File: src/srs_rx_sig_link_note_end.sv
// Intentionally left without logic

File: src/srs_pkg.sv
// Shared constants and types for the E1 receive signaling and link select
package srs_pkg;

  // Register byte offsets on the AHB-Lite slave
  localparam logic [11:0] OFF_SELECT     = 12'h000;
  localparam logic [11:0] OFF_FLAGS0     = 12'h004;
  localparam logic [11:0] OFF_FLAGS1     = 12'h008;
  localparam logic [11:0] OFF_IRQ_STAT   = 12'h00C;
  localparam logic [11:0] OFF_IRQ_MASK   = 12'h010;
  localparam logic [4:0]  STORE_PAGE     = 5'h01;  // 0x080..0x0FC
  localparam int          STORE_PAGE_LSB = 7;
  localparam int          WORD_LSB       = 2;

  // Reset values
  localparam logic [7:0]  SELECT_RST = 8'h00;
  localparam logic [15:0] FLAGS_RST  = 16'h0000;
  localparam logic [1:0]  IRQ_RST    = 2'h0;
  localparam logic [3:0]  NIBBLE_RST = 4'hF;

  // Select register layout
  localparam int CODE_LSB  = 0;
  localparam int CODE_W    = 3;
  localparam int EN_LSB    = 3;
  localparam int EN_W      = 5;

  // Select codes
  localparam logic [2:0] CODE_PLAIN    = 3'h0;
  localparam logic [2:0] CODE_CAS      = 3'h1;
  localparam logic [2:0] CODE_ONES     = 3'h2;
  localparam logic [2:0] CODE_CAS_ONES = 3'h3;
  localparam logic [2:0] CODE_DE_SIG   = 3'h4;

  // Frame positions
  localparam logic [4:0] TS_ALIGN     = 5'h00;
  localparam logic [4:0] TS_SIG       = 5'h10;
  localparam logic [2:0] NATBIT_FIRST = 3'h3;
  localparam logic [2:0] BIT_LAST     = 3'h7;
  localparam logic [2:0] SIG_FIRST    = 3'h4;
  localparam logic [3:0] MF_ALIGN     = 4'h0;
  localparam logic [3:0] CH_FLAG_TOP  = 4'hF;

  // Interrupt status bits
  localparam int IRQ_FLAGS0 = 1;
  localparam int IRQ_FLAGS1 = 0;

  localparam int HTRANS_ACTIVE = 1;

  // One received line bit with its frame position
  typedef struct packed {
    logic       bit_val;
    logic       valid;
    logic [4:0] ts;
    logic [2:0] bitpos;
    logic       nonfas;
    logic [3:0] mf;
    logic       cas_active;
  } srs_line_s;

  typedef enum logic [1:0] {BUS_IDLE, BUS_RD_FETCH, BUS_RD_DONE} srs_bus_e;

endpackage

File: src/srs_rx_sig_link.sv
// E1 receive signaling routing, data link select and CAS change flags
//
// Summary of operation
// Natbit8 enable set: non-FAS timeslot 0 bit 7 feeds the data link.
// Natbit7 enable set: bit 6 feeds the data link, else excluded.
// Natbit6 enable set: bit 5 feeds the data link, else excluded.
// Natbit5 enable set: bit 4 feeds the data link, else excluded.
// Natbit4 enable set: bit 3 feeds the data link; enables reset 0.
// Enables act only for select codes 000, 001 and 100.
// Select field resets 000; 000/100 pass timeslot 16 serially; 101-111 unused.
// Codes 001/011: ts16 to serial, storage, overhead, signaling every slot.
// Code 010: link all ones; ts16 to serial, storage, overhead, signaling.
// CAS only for 001/011; 011 forces ones; 000-011 route D/E out.
// First change register: bit 7 timeslot 0 down to bit 0 timeslot 7.
// Second change register: bit 7 timeslot 8 down to bit 0 timeslot 15.
// Flag shows change since last read; reading clears; reset to 0.
// Timeslot 0 change flag never becomes active.
// Change registers work only with CAS in the stream, else no changes.
// New signaling nibble compared with stored one; mismatch sets flag.
//
// Chosen here: the placing of the registers and register access over AHB-Lite.
`timescale 1ns/1ps
module srs_rx_sig_link (
  input  wire logic              CLK_I,
  input  wire logic              RSTN_I,
  input  wire logic              HSEL_I,
  input  wire logic [31:0]       HADDR_I,
  input  wire logic [1:0]        HTRANS_I,
  input  wire logic              HWRITE_I,
  input  wire logic [2:0]        HSIZE_I,
  input  wire logic [31:0]       HWDATA_I,
  input  wire logic              HREADY_I,
  output logic      [31:0]       HRDATA_O,
  output logic                   HREADYOUT_O,
  output logic                   HRESP_O,
  input  wire srs_pkg::srs_line_s LINE_I,
  output logic                   SER_O,
  output logic                   SER_VALID_O,
  output logic                   FRTD_O,
  output logic                   FRTD_VALID_O,
  output logic                   DLINK_O,
  output logic                   DLINK_VALID_O,
  output logic                   OH_O,
  output logic                   OH_VALID_O,
  output logic                   SIG_O,
  output logic                   SIG_VALID_O,
  output logic                   IRQ_O
);

  logic [7:0]              select_ff;
  logic [15:0]             flags_ff;
  logic [1:0]              irq_stat_ff;
  logic [1:0]              irq_mask_ff;
  logic [3:0]              sig_mem [32];
  logic [6:0]              shift_ff;
  srs_pkg::srs_bus_e       bus_ff;
  logic [11:0]             rd_addr_ff;
  logic [11:0]             wr_addr_ff;
  logic                    wr_pend_ff;
  logic [31:0]             hrdata_ff;
  logic                    ser_ff;
  logic                    ser_v_ff;
  logic                    frtd_ff;
  logic                    frtd_v_ff;
  logic                    dl_ff;
  logic                    dl_v_ff;
  logic                    oh_ff;
  logic                    oh_v_ff;
  logic                    sig_ff;
  logic                    sig_v_ff;

  logic [2:0]              code;
  logic [4:0]              nat_en;
  logic                    dl_mode;
  logic                    ones_mode;
  logic                    cas_mode;
  logic                    store_mode;
  logic                    unused_code;
  logic                    cas_on;
  logic                    cas_rd;
  logic                    cas_seen_ff;
  logic                    ts16;
  logic                    nat_slot;
  logic [2:0]              nat_idx;
  logic                    nat_en_bit;
  logic [7:0]              ts16_byte;
  logic                    byte_done;
  logic [4:0]              ch_hi;
  logic [4:0]              ch_lo;
  logic [15:0]             chg_set;
  logic [15:0]             flag_clr;
  logic                    acc;
  logic                    wr_commit;
  logic [31:0]             rd_value;
  logic [1:0]              irq_set;
  logic [1:0]              irq_clr;
  logic [3:0]              cur_nibble;

  // Select field decode
  assign code        = select_ff[srs_pkg::CODE_LSB +: srs_pkg::CODE_W];
  assign nat_en      = select_ff[srs_pkg::EN_LSB +: srs_pkg::EN_W];
  assign dl_mode     = (code == srs_pkg::CODE_PLAIN) ||
                       (code == srs_pkg::CODE_CAS) ||
                       (code == srs_pkg::CODE_DE_SIG);
  assign ones_mode   = (code == srs_pkg::CODE_ONES) ||
                       (code == srs_pkg::CODE_CAS_ONES);
  assign cas_mode    = (code == srs_pkg::CODE_CAS) ||
                       (code == srs_pkg::CODE_CAS_ONES);
  assign store_mode  = cas_mode || (code == srs_pkg::CODE_ONES);
  assign unused_code = code > srs_pkg::CODE_DE_SIG;
  assign cas_on      = cas_mode && LINE_I.cas_active;
  assign cas_rd      = cas_mode && cas_seen_ff;

  // Line position decode
  assign ts16      = LINE_I.valid && (LINE_I.ts == srs_pkg::TS_SIG);
  assign nat_slot  = LINE_I.valid && LINE_I.nonfas &&
                     (LINE_I.ts == srs_pkg::TS_ALIGN) &&
                     (LINE_I.bitpos >= srs_pkg::NATBIT_FIRST);
  assign nat_idx   = LINE_I.bitpos - srs_pkg::NATBIT_FIRST;
  assign nat_en_bit = nat_en[nat_idx];
  assign ts16_byte = {shift_ff, LINE_I.bit_val};
  assign byte_done = ts16 && (LINE_I.bitpos == srs_pkg::BIT_LAST) &&
                     (LINE_I.mf != srs_pkg::MF_ALIGN);
  assign ch_hi     = {1'b0, LINE_I.mf};
  assign ch_lo     = {1'b1, LINE_I.mf};
  assign cur_nibble = sig_mem[LINE_I.ts];

  // Stream CAS state kept between bits; line fields only count when valid
  always_ff @(posedge CLK_I or negedge RSTN_I) begin
    if (!RSTN_I) begin
      cas_seen_ff <= 1'b0;
    end else if (LINE_I.valid) begin
      cas_seen_ff <= LINE_I.cas_active;
    end
  end

  // Serial output passes every bit; ts16 blanked for unused codes
  always_ff @(posedge CLK_I or negedge RSTN_I) begin
    if (!RSTN_I) begin
      ser_ff   <= 1'b1;
      ser_v_ff <= 1'b0;
    end else begin
      ser_v_ff <= LINE_I.valid;
      ser_ff   <= (ts16 && unused_code) ? 1'b1 : LINE_I.bit_val;
    end
  end

  // D/E channel to frame timing output for codes 000 to 011
  always_ff @(posedge CLK_I or negedge RSTN_I) begin
    if (!RSTN_I) begin
      frtd_ff   <= 1'b1;
      frtd_v_ff <= 1'b0;
    end else begin
      frtd_v_ff <= ts16 && (code <= srs_pkg::CODE_CAS_ONES);
      frtd_ff   <= LINE_I.bit_val;
    end
  end

  // National bit data link, enabled per bit or forced to ones
  always_ff @(posedge CLK_I or negedge RSTN_I) begin
    if (!RSTN_I) begin
      dl_ff   <= 1'b1;
      dl_v_ff <= 1'b0;
    end else begin
      dl_v_ff <= nat_slot && ((dl_mode && nat_en_bit) || ones_mode);
      dl_ff   <= ones_mode ? 1'b1 : LINE_I.bit_val;
    end
  end

  // Overhead output carries ts16 for storing codes only
  always_ff @(posedge CLK_I or negedge RSTN_I) begin
    if (!RSTN_I) begin
      oh_ff   <= 1'b1;
      oh_v_ff <= 1'b0;
    end else begin
      oh_v_ff <= ts16 && store_mode;
      oh_ff   <= LINE_I.bit_val;
    end
  end

  // Signaling output: stored nibble every slot under CAS, raw ts16 for codes 010 and 100, else none
  always_ff @(posedge CLK_I or negedge RSTN_I) begin
    if (!RSTN_I) begin
      sig_ff   <= 1'b1;
      sig_v_ff <= 1'b0;
    end else if (cas_mode) begin
      sig_v_ff <= LINE_I.valid && (LINE_I.bitpos >= srs_pkg::SIG_FIRST);
      sig_ff   <= cur_nibble[~LINE_I.bitpos[1:0]];
    end else begin
      sig_v_ff <= ts16 && ((code == srs_pkg::CODE_ONES) ||
                           (code == srs_pkg::CODE_DE_SIG));
      sig_ff   <= LINE_I.bit_val;
    end
  end

  // Timeslot 16 byte assembly, first bit is the most significant
  always_ff @(posedge CLK_I or negedge RSTN_I) begin
    if (!RSTN_I) begin
      shift_ff <= 7'h00;
    end else if (ts16) begin
      shift_ff <= ts16_byte[6:0];
    end
  end

  // Signaling storage, two channel nibbles per multiframe frame
  always_ff @(posedge CLK_I or negedge RSTN_I) begin
    if (!RSTN_I) begin
      for (int i = 0; i < 32; i++) begin
        sig_mem[i] <= srs_pkg::NIBBLE_RST;
      end
    end else if (byte_done && store_mode) begin
      sig_mem[ch_hi] <= ts16_byte[7:4];
      sig_mem[ch_lo] <= ts16_byte[3:0];
    end
  end

  // Change detection against stored nibble; timeslot 0 bit masked
  always_comb begin
    chg_set = 16'h0000;
    if (byte_done && cas_on && (ts16_byte[7:4] != sig_mem[ch_hi])) begin
      chg_set[srs_pkg::CH_FLAG_TOP - LINE_I.mf] = 1'b1;
    end
    chg_set[srs_pkg::CH_FLAG_TOP] = 1'b0;
  end

  // Clear on read of each change register
  always_comb begin
    flag_clr = 16'h0000;
    if (bus_ff == srs_pkg::BUS_RD_FETCH) begin
      if (rd_addr_ff == srs_pkg::OFF_FLAGS0) begin
        flag_clr[15:8] = 8'hFF;
      end
      if (rd_addr_ff == srs_pkg::OFF_FLAGS1) begin
        flag_clr[7:0] = 8'hFF;
      end
    end
  end

  // Sticky change flags, a new change wins over the read clear
  always_ff @(posedge CLK_I or negedge RSTN_I) begin
    if (!RSTN_I) begin
      flags_ff <= srs_pkg::FLAGS_RST;
    end else begin
      flags_ff <= (flags_ff & ~flag_clr) | chg_set;
    end
  end

  // Bus acceptance and write commit
  assign acc       = HSEL_I && HTRANS_I[srs_pkg::HTRANS_ACTIVE] && HREADY_I;
  assign wr_commit = wr_pend_ff && HREADY_I;

  always_ff @(posedge CLK_I or negedge RSTN_I) begin
    if (!RSTN_I) begin
      wr_pend_ff <= 1'b0;
      wr_addr_ff <= 12'h000;
    end else if (HREADY_I) begin
      wr_pend_ff <= acc && HWRITE_I;
      wr_addr_ff <= HADDR_I[11:0];
    end
  end

  // Read sequencing: one wait cycle while the read data is fetched
  always_ff @(posedge CLK_I or negedge RSTN_I) begin
    if (!RSTN_I) begin
      bus_ff     <= srs_pkg::BUS_IDLE;
      rd_addr_ff <= 12'h000;
    end else begin
      case (bus_ff)
        srs_pkg::BUS_IDLE, srs_pkg::BUS_RD_DONE: begin
          if (acc && !HWRITE_I) begin
            bus_ff     <= srs_pkg::BUS_RD_FETCH;
            rd_addr_ff <= HADDR_I[11:0];
          end else begin
            bus_ff <= srs_pkg::BUS_IDLE;
          end
        end
        srs_pkg::BUS_RD_FETCH: begin
          bus_ff <= srs_pkg::BUS_RD_DONE;
        end
        default: begin
          bus_ff <= srs_pkg::BUS_IDLE;
        end
      endcase
    end
  end

  // Read multiplexer; change registers read zero without CAS
  always_comb begin
    rd_value = 32'h0000_0000;
    if (rd_addr_ff[11:srs_pkg::STORE_PAGE_LSB] == srs_pkg::STORE_PAGE) begin
      rd_value[3:0] = sig_mem[rd_addr_ff[6:srs_pkg::WORD_LSB]];
    end else begin
      case (rd_addr_ff)
        srs_pkg::OFF_SELECT:   rd_value[7:0] = select_ff;
        srs_pkg::OFF_FLAGS0:   rd_value[7:0] = cas_rd ? flags_ff[15:8] : 8'h00;
        srs_pkg::OFF_FLAGS1:   rd_value[7:0] = cas_rd ? flags_ff[7:0] : 8'h00;
        srs_pkg::OFF_IRQ_STAT: rd_value[1:0] = irq_stat_ff;
        srs_pkg::OFF_IRQ_MASK: rd_value[1:0] = irq_mask_ff;
        default:               rd_value = 32'h0000_0000;
      endcase
    end
  end

  always_ff @(posedge CLK_I or negedge RSTN_I) begin
    if (!RSTN_I) begin
      hrdata_ff <= 32'h0000_0000;
    end else if (bus_ff == srs_pkg::BUS_RD_FETCH) begin
      hrdata_ff <= rd_value;
    end
  end

  // Select register write
  always_ff @(posedge CLK_I or negedge RSTN_I) begin
    if (!RSTN_I) begin
      select_ff <= srs_pkg::SELECT_RST;
    end else if (wr_commit && (wr_addr_ff == srs_pkg::OFF_SELECT)) begin
      select_ff <= HWDATA_I[7:0];
    end
  end

  // Interrupt status (write one to clear, set wins) and mask
  assign irq_set[srs_pkg::IRQ_FLAGS0] = |chg_set[15:8];
  assign irq_set[srs_pkg::IRQ_FLAGS1] = |chg_set[7:0];
  assign irq_clr = (wr_commit && (wr_addr_ff == srs_pkg::OFF_IRQ_STAT)) ?
                   HWDATA_I[1:0] : 2'h0;

  always_ff @(posedge CLK_I or negedge RSTN_I) begin
    if (!RSTN_I) begin
      irq_stat_ff <= srs_pkg::IRQ_RST;
      irq_mask_ff <= srs_pkg::IRQ_RST;
    end else begin
      irq_stat_ff <= (irq_stat_ff & ~irq_clr) | irq_set;
      if (wr_commit && (wr_addr_ff == srs_pkg::OFF_IRQ_MASK)) begin
        irq_mask_ff <= HWDATA_I[1:0];
      end
    end
  end

  // Output drive
  assign HRDATA_O      = hrdata_ff;
  assign HREADYOUT_O   = (bus_ff != srs_pkg::BUS_RD_FETCH);
  assign HRESP_O       = 1'b0;
  assign IRQ_O         = |(irq_stat_ff & irq_mask_ff);
  assign SER_O         = ser_ff;
  assign SER_VALID_O   = ser_v_ff;
  assign FRTD_O        = frtd_ff;
  assign FRTD_VALID_O  = frtd_v_ff;
  assign DLINK_O       = dl_ff;
  assign DLINK_VALID_O = dl_v_ff;
  assign OH_O          = oh_ff;
  assign OH_VALID_O    = oh_v_ff;
  assign SIG_O         = sig_ff;
  assign SIG_VALID_O   = sig_v_ff;
endmodule

File: config.mk
export PLATFORM = sky130hd
export DESIGN_NAME = srs_rx_sig_link
export DESIGN_NICKNAME = d
export VERILOG_FILES = /design/src/srs_rx_sig_link_note_end.sv /design/src/srs_pkg.sv /design/src/srs_rx_sig_link.sv
export SDC_FILE = /design/constraint.sdc
export NUM_CORES = 1
export LEC_CHECK = 0
export BUFFER_PORTS_ARGS = -buffer_cell sky130_fd_sc_hd__buf_4
export CAP_MARGIN = 15
export CORE_AREA = 5 5 158 160
export CTS_BUF_LIST = sky130_fd_sc_hd__clkbuf_4 sky130_fd_sc_hd__clkbuf_8
export DETAILED_ROUTE_END_ITERATION = 8
export DIE_AREA = 0 0 163 165
export PLACE_DENSITY = 0.74
export SETUP_SLACK_MARGIN = 0.02
export SYNTH_ARGS = -nofsm -noshare
export SYNTH_HDL_FRONTEND = slang
export SYNTH_SLANG_ARGS = --single-unit
export TNS_END_PERCENT = 1
File: constraint.sdc
create_clock -name CLK_I -period 7.1 [get_ports CLK_I]
set_input_delay 0.71 -clock CLK_I [delete_from_list [all_inputs] [get_ports CLK_I]]
set_output_delay 0.71 -clock CLK_I [all_outputs]
set_load 0.005 [all_outputs]
==> run summary <==
Routed wire length = 28600 um
P&R area growth vs syn = 11.3%
# Post-CTS Setup Buffers = 0
MaxCap Viol Count = 0
ANT nets after route = 0
YS warnings = 0
#FFs+latches synth = 208
Sequential cell area fraction in the yosys report = 46.7%
Wirelength per Cell = 23.0 um
CTS tree = yes
Outcome = completed
ANT cells = 0
Largest net degree at the start of global routing = 95
Syn avg cell area = 13.4 um^2
Leak Pwr = 5.22 nW
Slew HR = 35.7%
Vias per std cell = 6.02
Final min period = 3580 ps
Chip Width = 163 um
Reg2Reg Depth = 7
Gr usage total = 21.3%
First-pass GRT wire length = 44000 um
Final setup fails = 0
1st-iter DRT viols = 667
Hold buffer count at cts = 0
Fin nets = 989
DR vias = 7495
DIE AREA = 26900 um^2
Post-synth EDFFs = 0
Initial Utilization = 49.5%
Vias in the first global route = 7637
Root Driver = clkbuf_8
Area of the mapped netlist = 11500 um^2
PD cells = 213 nW/um^2
Hold/Removal Path Class = input port to async pin
Residual DRC = 0
Clk slew on worst S/H paths = 60 ps
Critical path endpoint category = flop
Critical Path RT = 7480 ps
Clock Sinks = 208
# H-tree levels = 2
RSZ-0062 raised after global routing = no
Multi-input logic area = 5710 um^2
Startpoint Class = flop
Asr flop ratio synth = 100%
Fmax = 279 MHz
Synth unique cells = 57
Routability cong. = 0.830
Die height = 165 um
Grt ovf = 0
Prevailing post-synth register cell = dfstp_2
TritonCTS buffer count = 37
Post-CTS Resized = 0
Setup TNS = 0 ps
Antenna violations before repair = 0
# fillers = 1977
Clock Tree Buf Depth = 3
Share of cells above drive strength 1 = 57.0%
Fin crit share = 50.4%
WHS = 255 ps
Worst skew pair latency = 520 ps
Clock skew = 15.0 ps
Peak supply drop = 123 uV
Detailed Place HPWL = 18700 um
Mapped Cells = 858
Core area = 23300 um^2
Pre-antenna DRT Iters = 7
Actual slew at the worst max-slew pin = 964 ps
Final hold viol count = 0
Rows = 56
WP data arrival = 3960 ps
Port bufs = 61
Kind of critical path = flop to flop
FF/Latch Area = 5370 um^2
Crit-path max FO = 22
# IOs = 135
Slew Limit Fails = 0
[placed cells by master, fill, tap and decap left out, drive strengths merged, types with 4 or more instances in the layout]
master,synthesis,routed
nor2,40,40
clkinv,0,6
nand2,43,43
and3,6,6
conb,1,25
a21oi,17,17
nor3,8,8
o22ai,6,6
clkbuf,42,62
mux4,75,75
inv,11,11
or4,4,4
mux2i,49,49
a211oi,4,4
dfrtp,76,76
o21ai,38,38
mux2,158,158
nand3,19,19
nor2b,9,9
dfstp,132,132
nand4,7,7
a22oi,22,22
buf,48,64
[cell usage after synthesis (all sizes together), types with 4 or more instances]
master	count	share of area (%)
dfstp	132	30
inv	11	0.36
nand2	43	1.6
a22oi	22	1.5
mux4	75	15
nor3	8	0.39
o21ai	38	1.7
a21oi	17	0.74
buf	48	2.7
o22ai	6	0.33
nand3	19	0.91
mux2i	49	4.3
or4	4	0.26
mux2	158	15
nand4	7	0.51
dfrtp	76	17
and3	6	0.33
nor2b	9	0.49
nor2	40	2.2
a211oi	4	0.26
clkbuf	42	1.4
[metrics by stage]
stage                     utilization (%)  cell area, um^2  setup slack, ps  cells  power, mW
after floorplan                         -            11600             4480    882       1.48
after global placement               51.7            12000             3580   1176       1.58
after detailed placement             51.7            12000             3530   1176       1.58
after CTS                            55.1            12800             3510   1244       2.75
after global routing                 55.1            12800             3280   1244       2.84
final                                55.1            12800             3520   1244       2.73
[path summary, 6_finish.rpt]
| kind | start | to | slack [ps] |
|---|---|---|---|
| max | rd_addr_ff[2] | HRDATA_O[1] | 3520 |
| min in group CLK_I | LINE_I[14] | SER_VALID_O | 370 |
| min | RSTN_I | flags_ff[15] | 250 |
| min reg2reg | sig_mem[60] | sig_mem[60] | 370 |
| max reg2reg | rd_addr_ff[2] | HRDATA_O[1] | 3520 |
| max in group asynchronous | RSTN_I | shift_ff[2] | 5500 |
[final cells by class]
| class | instances | area share (%) |
|---|---|---|
| clock buffers | 61 | 5.87 |
| clock inverters | 7 | 0.293 |
| inverters | 11 | 0.322 |
| multi-input cells | 573 | 44.6 |
| flip-flops and latches | 208 | 41.9 |
| well taps | 319 | 3.12 |
| repair buffers | 65 | 3.86 |
[power breakdown]
group          internal (mW)  switching (mW)
Combinational          0.120           0.152
Sequential              1.22          0.0691
Clock                  0.670           0.492
Total                   2.01           0.714
[metal layers]
layer / up-vias / track usage, % / wire length, um
met3: 68 / 3.59 / 2170
met2: 325 / 35.3 / 13900
met4: 0 / 7.13 / 856
li1: 3268 / - / -
met5: - / 0 / 0
met1: 3834 / 28.7 / 11700
[worst max-delay path, stage by stage (launching register included)]
cell	delay (ps)
dfrtp_2	890
buf_4	480
mux4_2	570
mux4_2	540
mux2i_1	230
nor2_1	70
a2111oi_0	530
nor2_1	100
[sequential cells by signal, indices dropped and copies added, names as in the netlist, 2 cells and up]
register and count:
irq_mask_ff 2, bus_ff 2, HRDATA_O 8, sig_mem 128, shift_ff 7, flags_ff 16, rd_addr_ff 12, irq_stat_ff 2
select_ff 8, wr_addr_ff 12
[cells by family (layout without fill, tap and decap cells)]
| group | Yosys count | in the layout | share of synthesized area [%] |
|---|---|---|---|
| flops | 208 | 208 | 46.7 |
| buf+inv | 101 | 144 | 4.45 |
| simple gates | 156 | 156 | 8.03 |
| mux | 282 | 282 | 34.4 |
| other cells | 1 | 25 | 0.0326 |
| fa+ha+maj | 3 | 3 | 0.326 |
| compound gates | 105 | 105 | 5.93 |
| xor+xnor | 2 | 2 | 0.152 |
(Power assumes the default switching activity.)
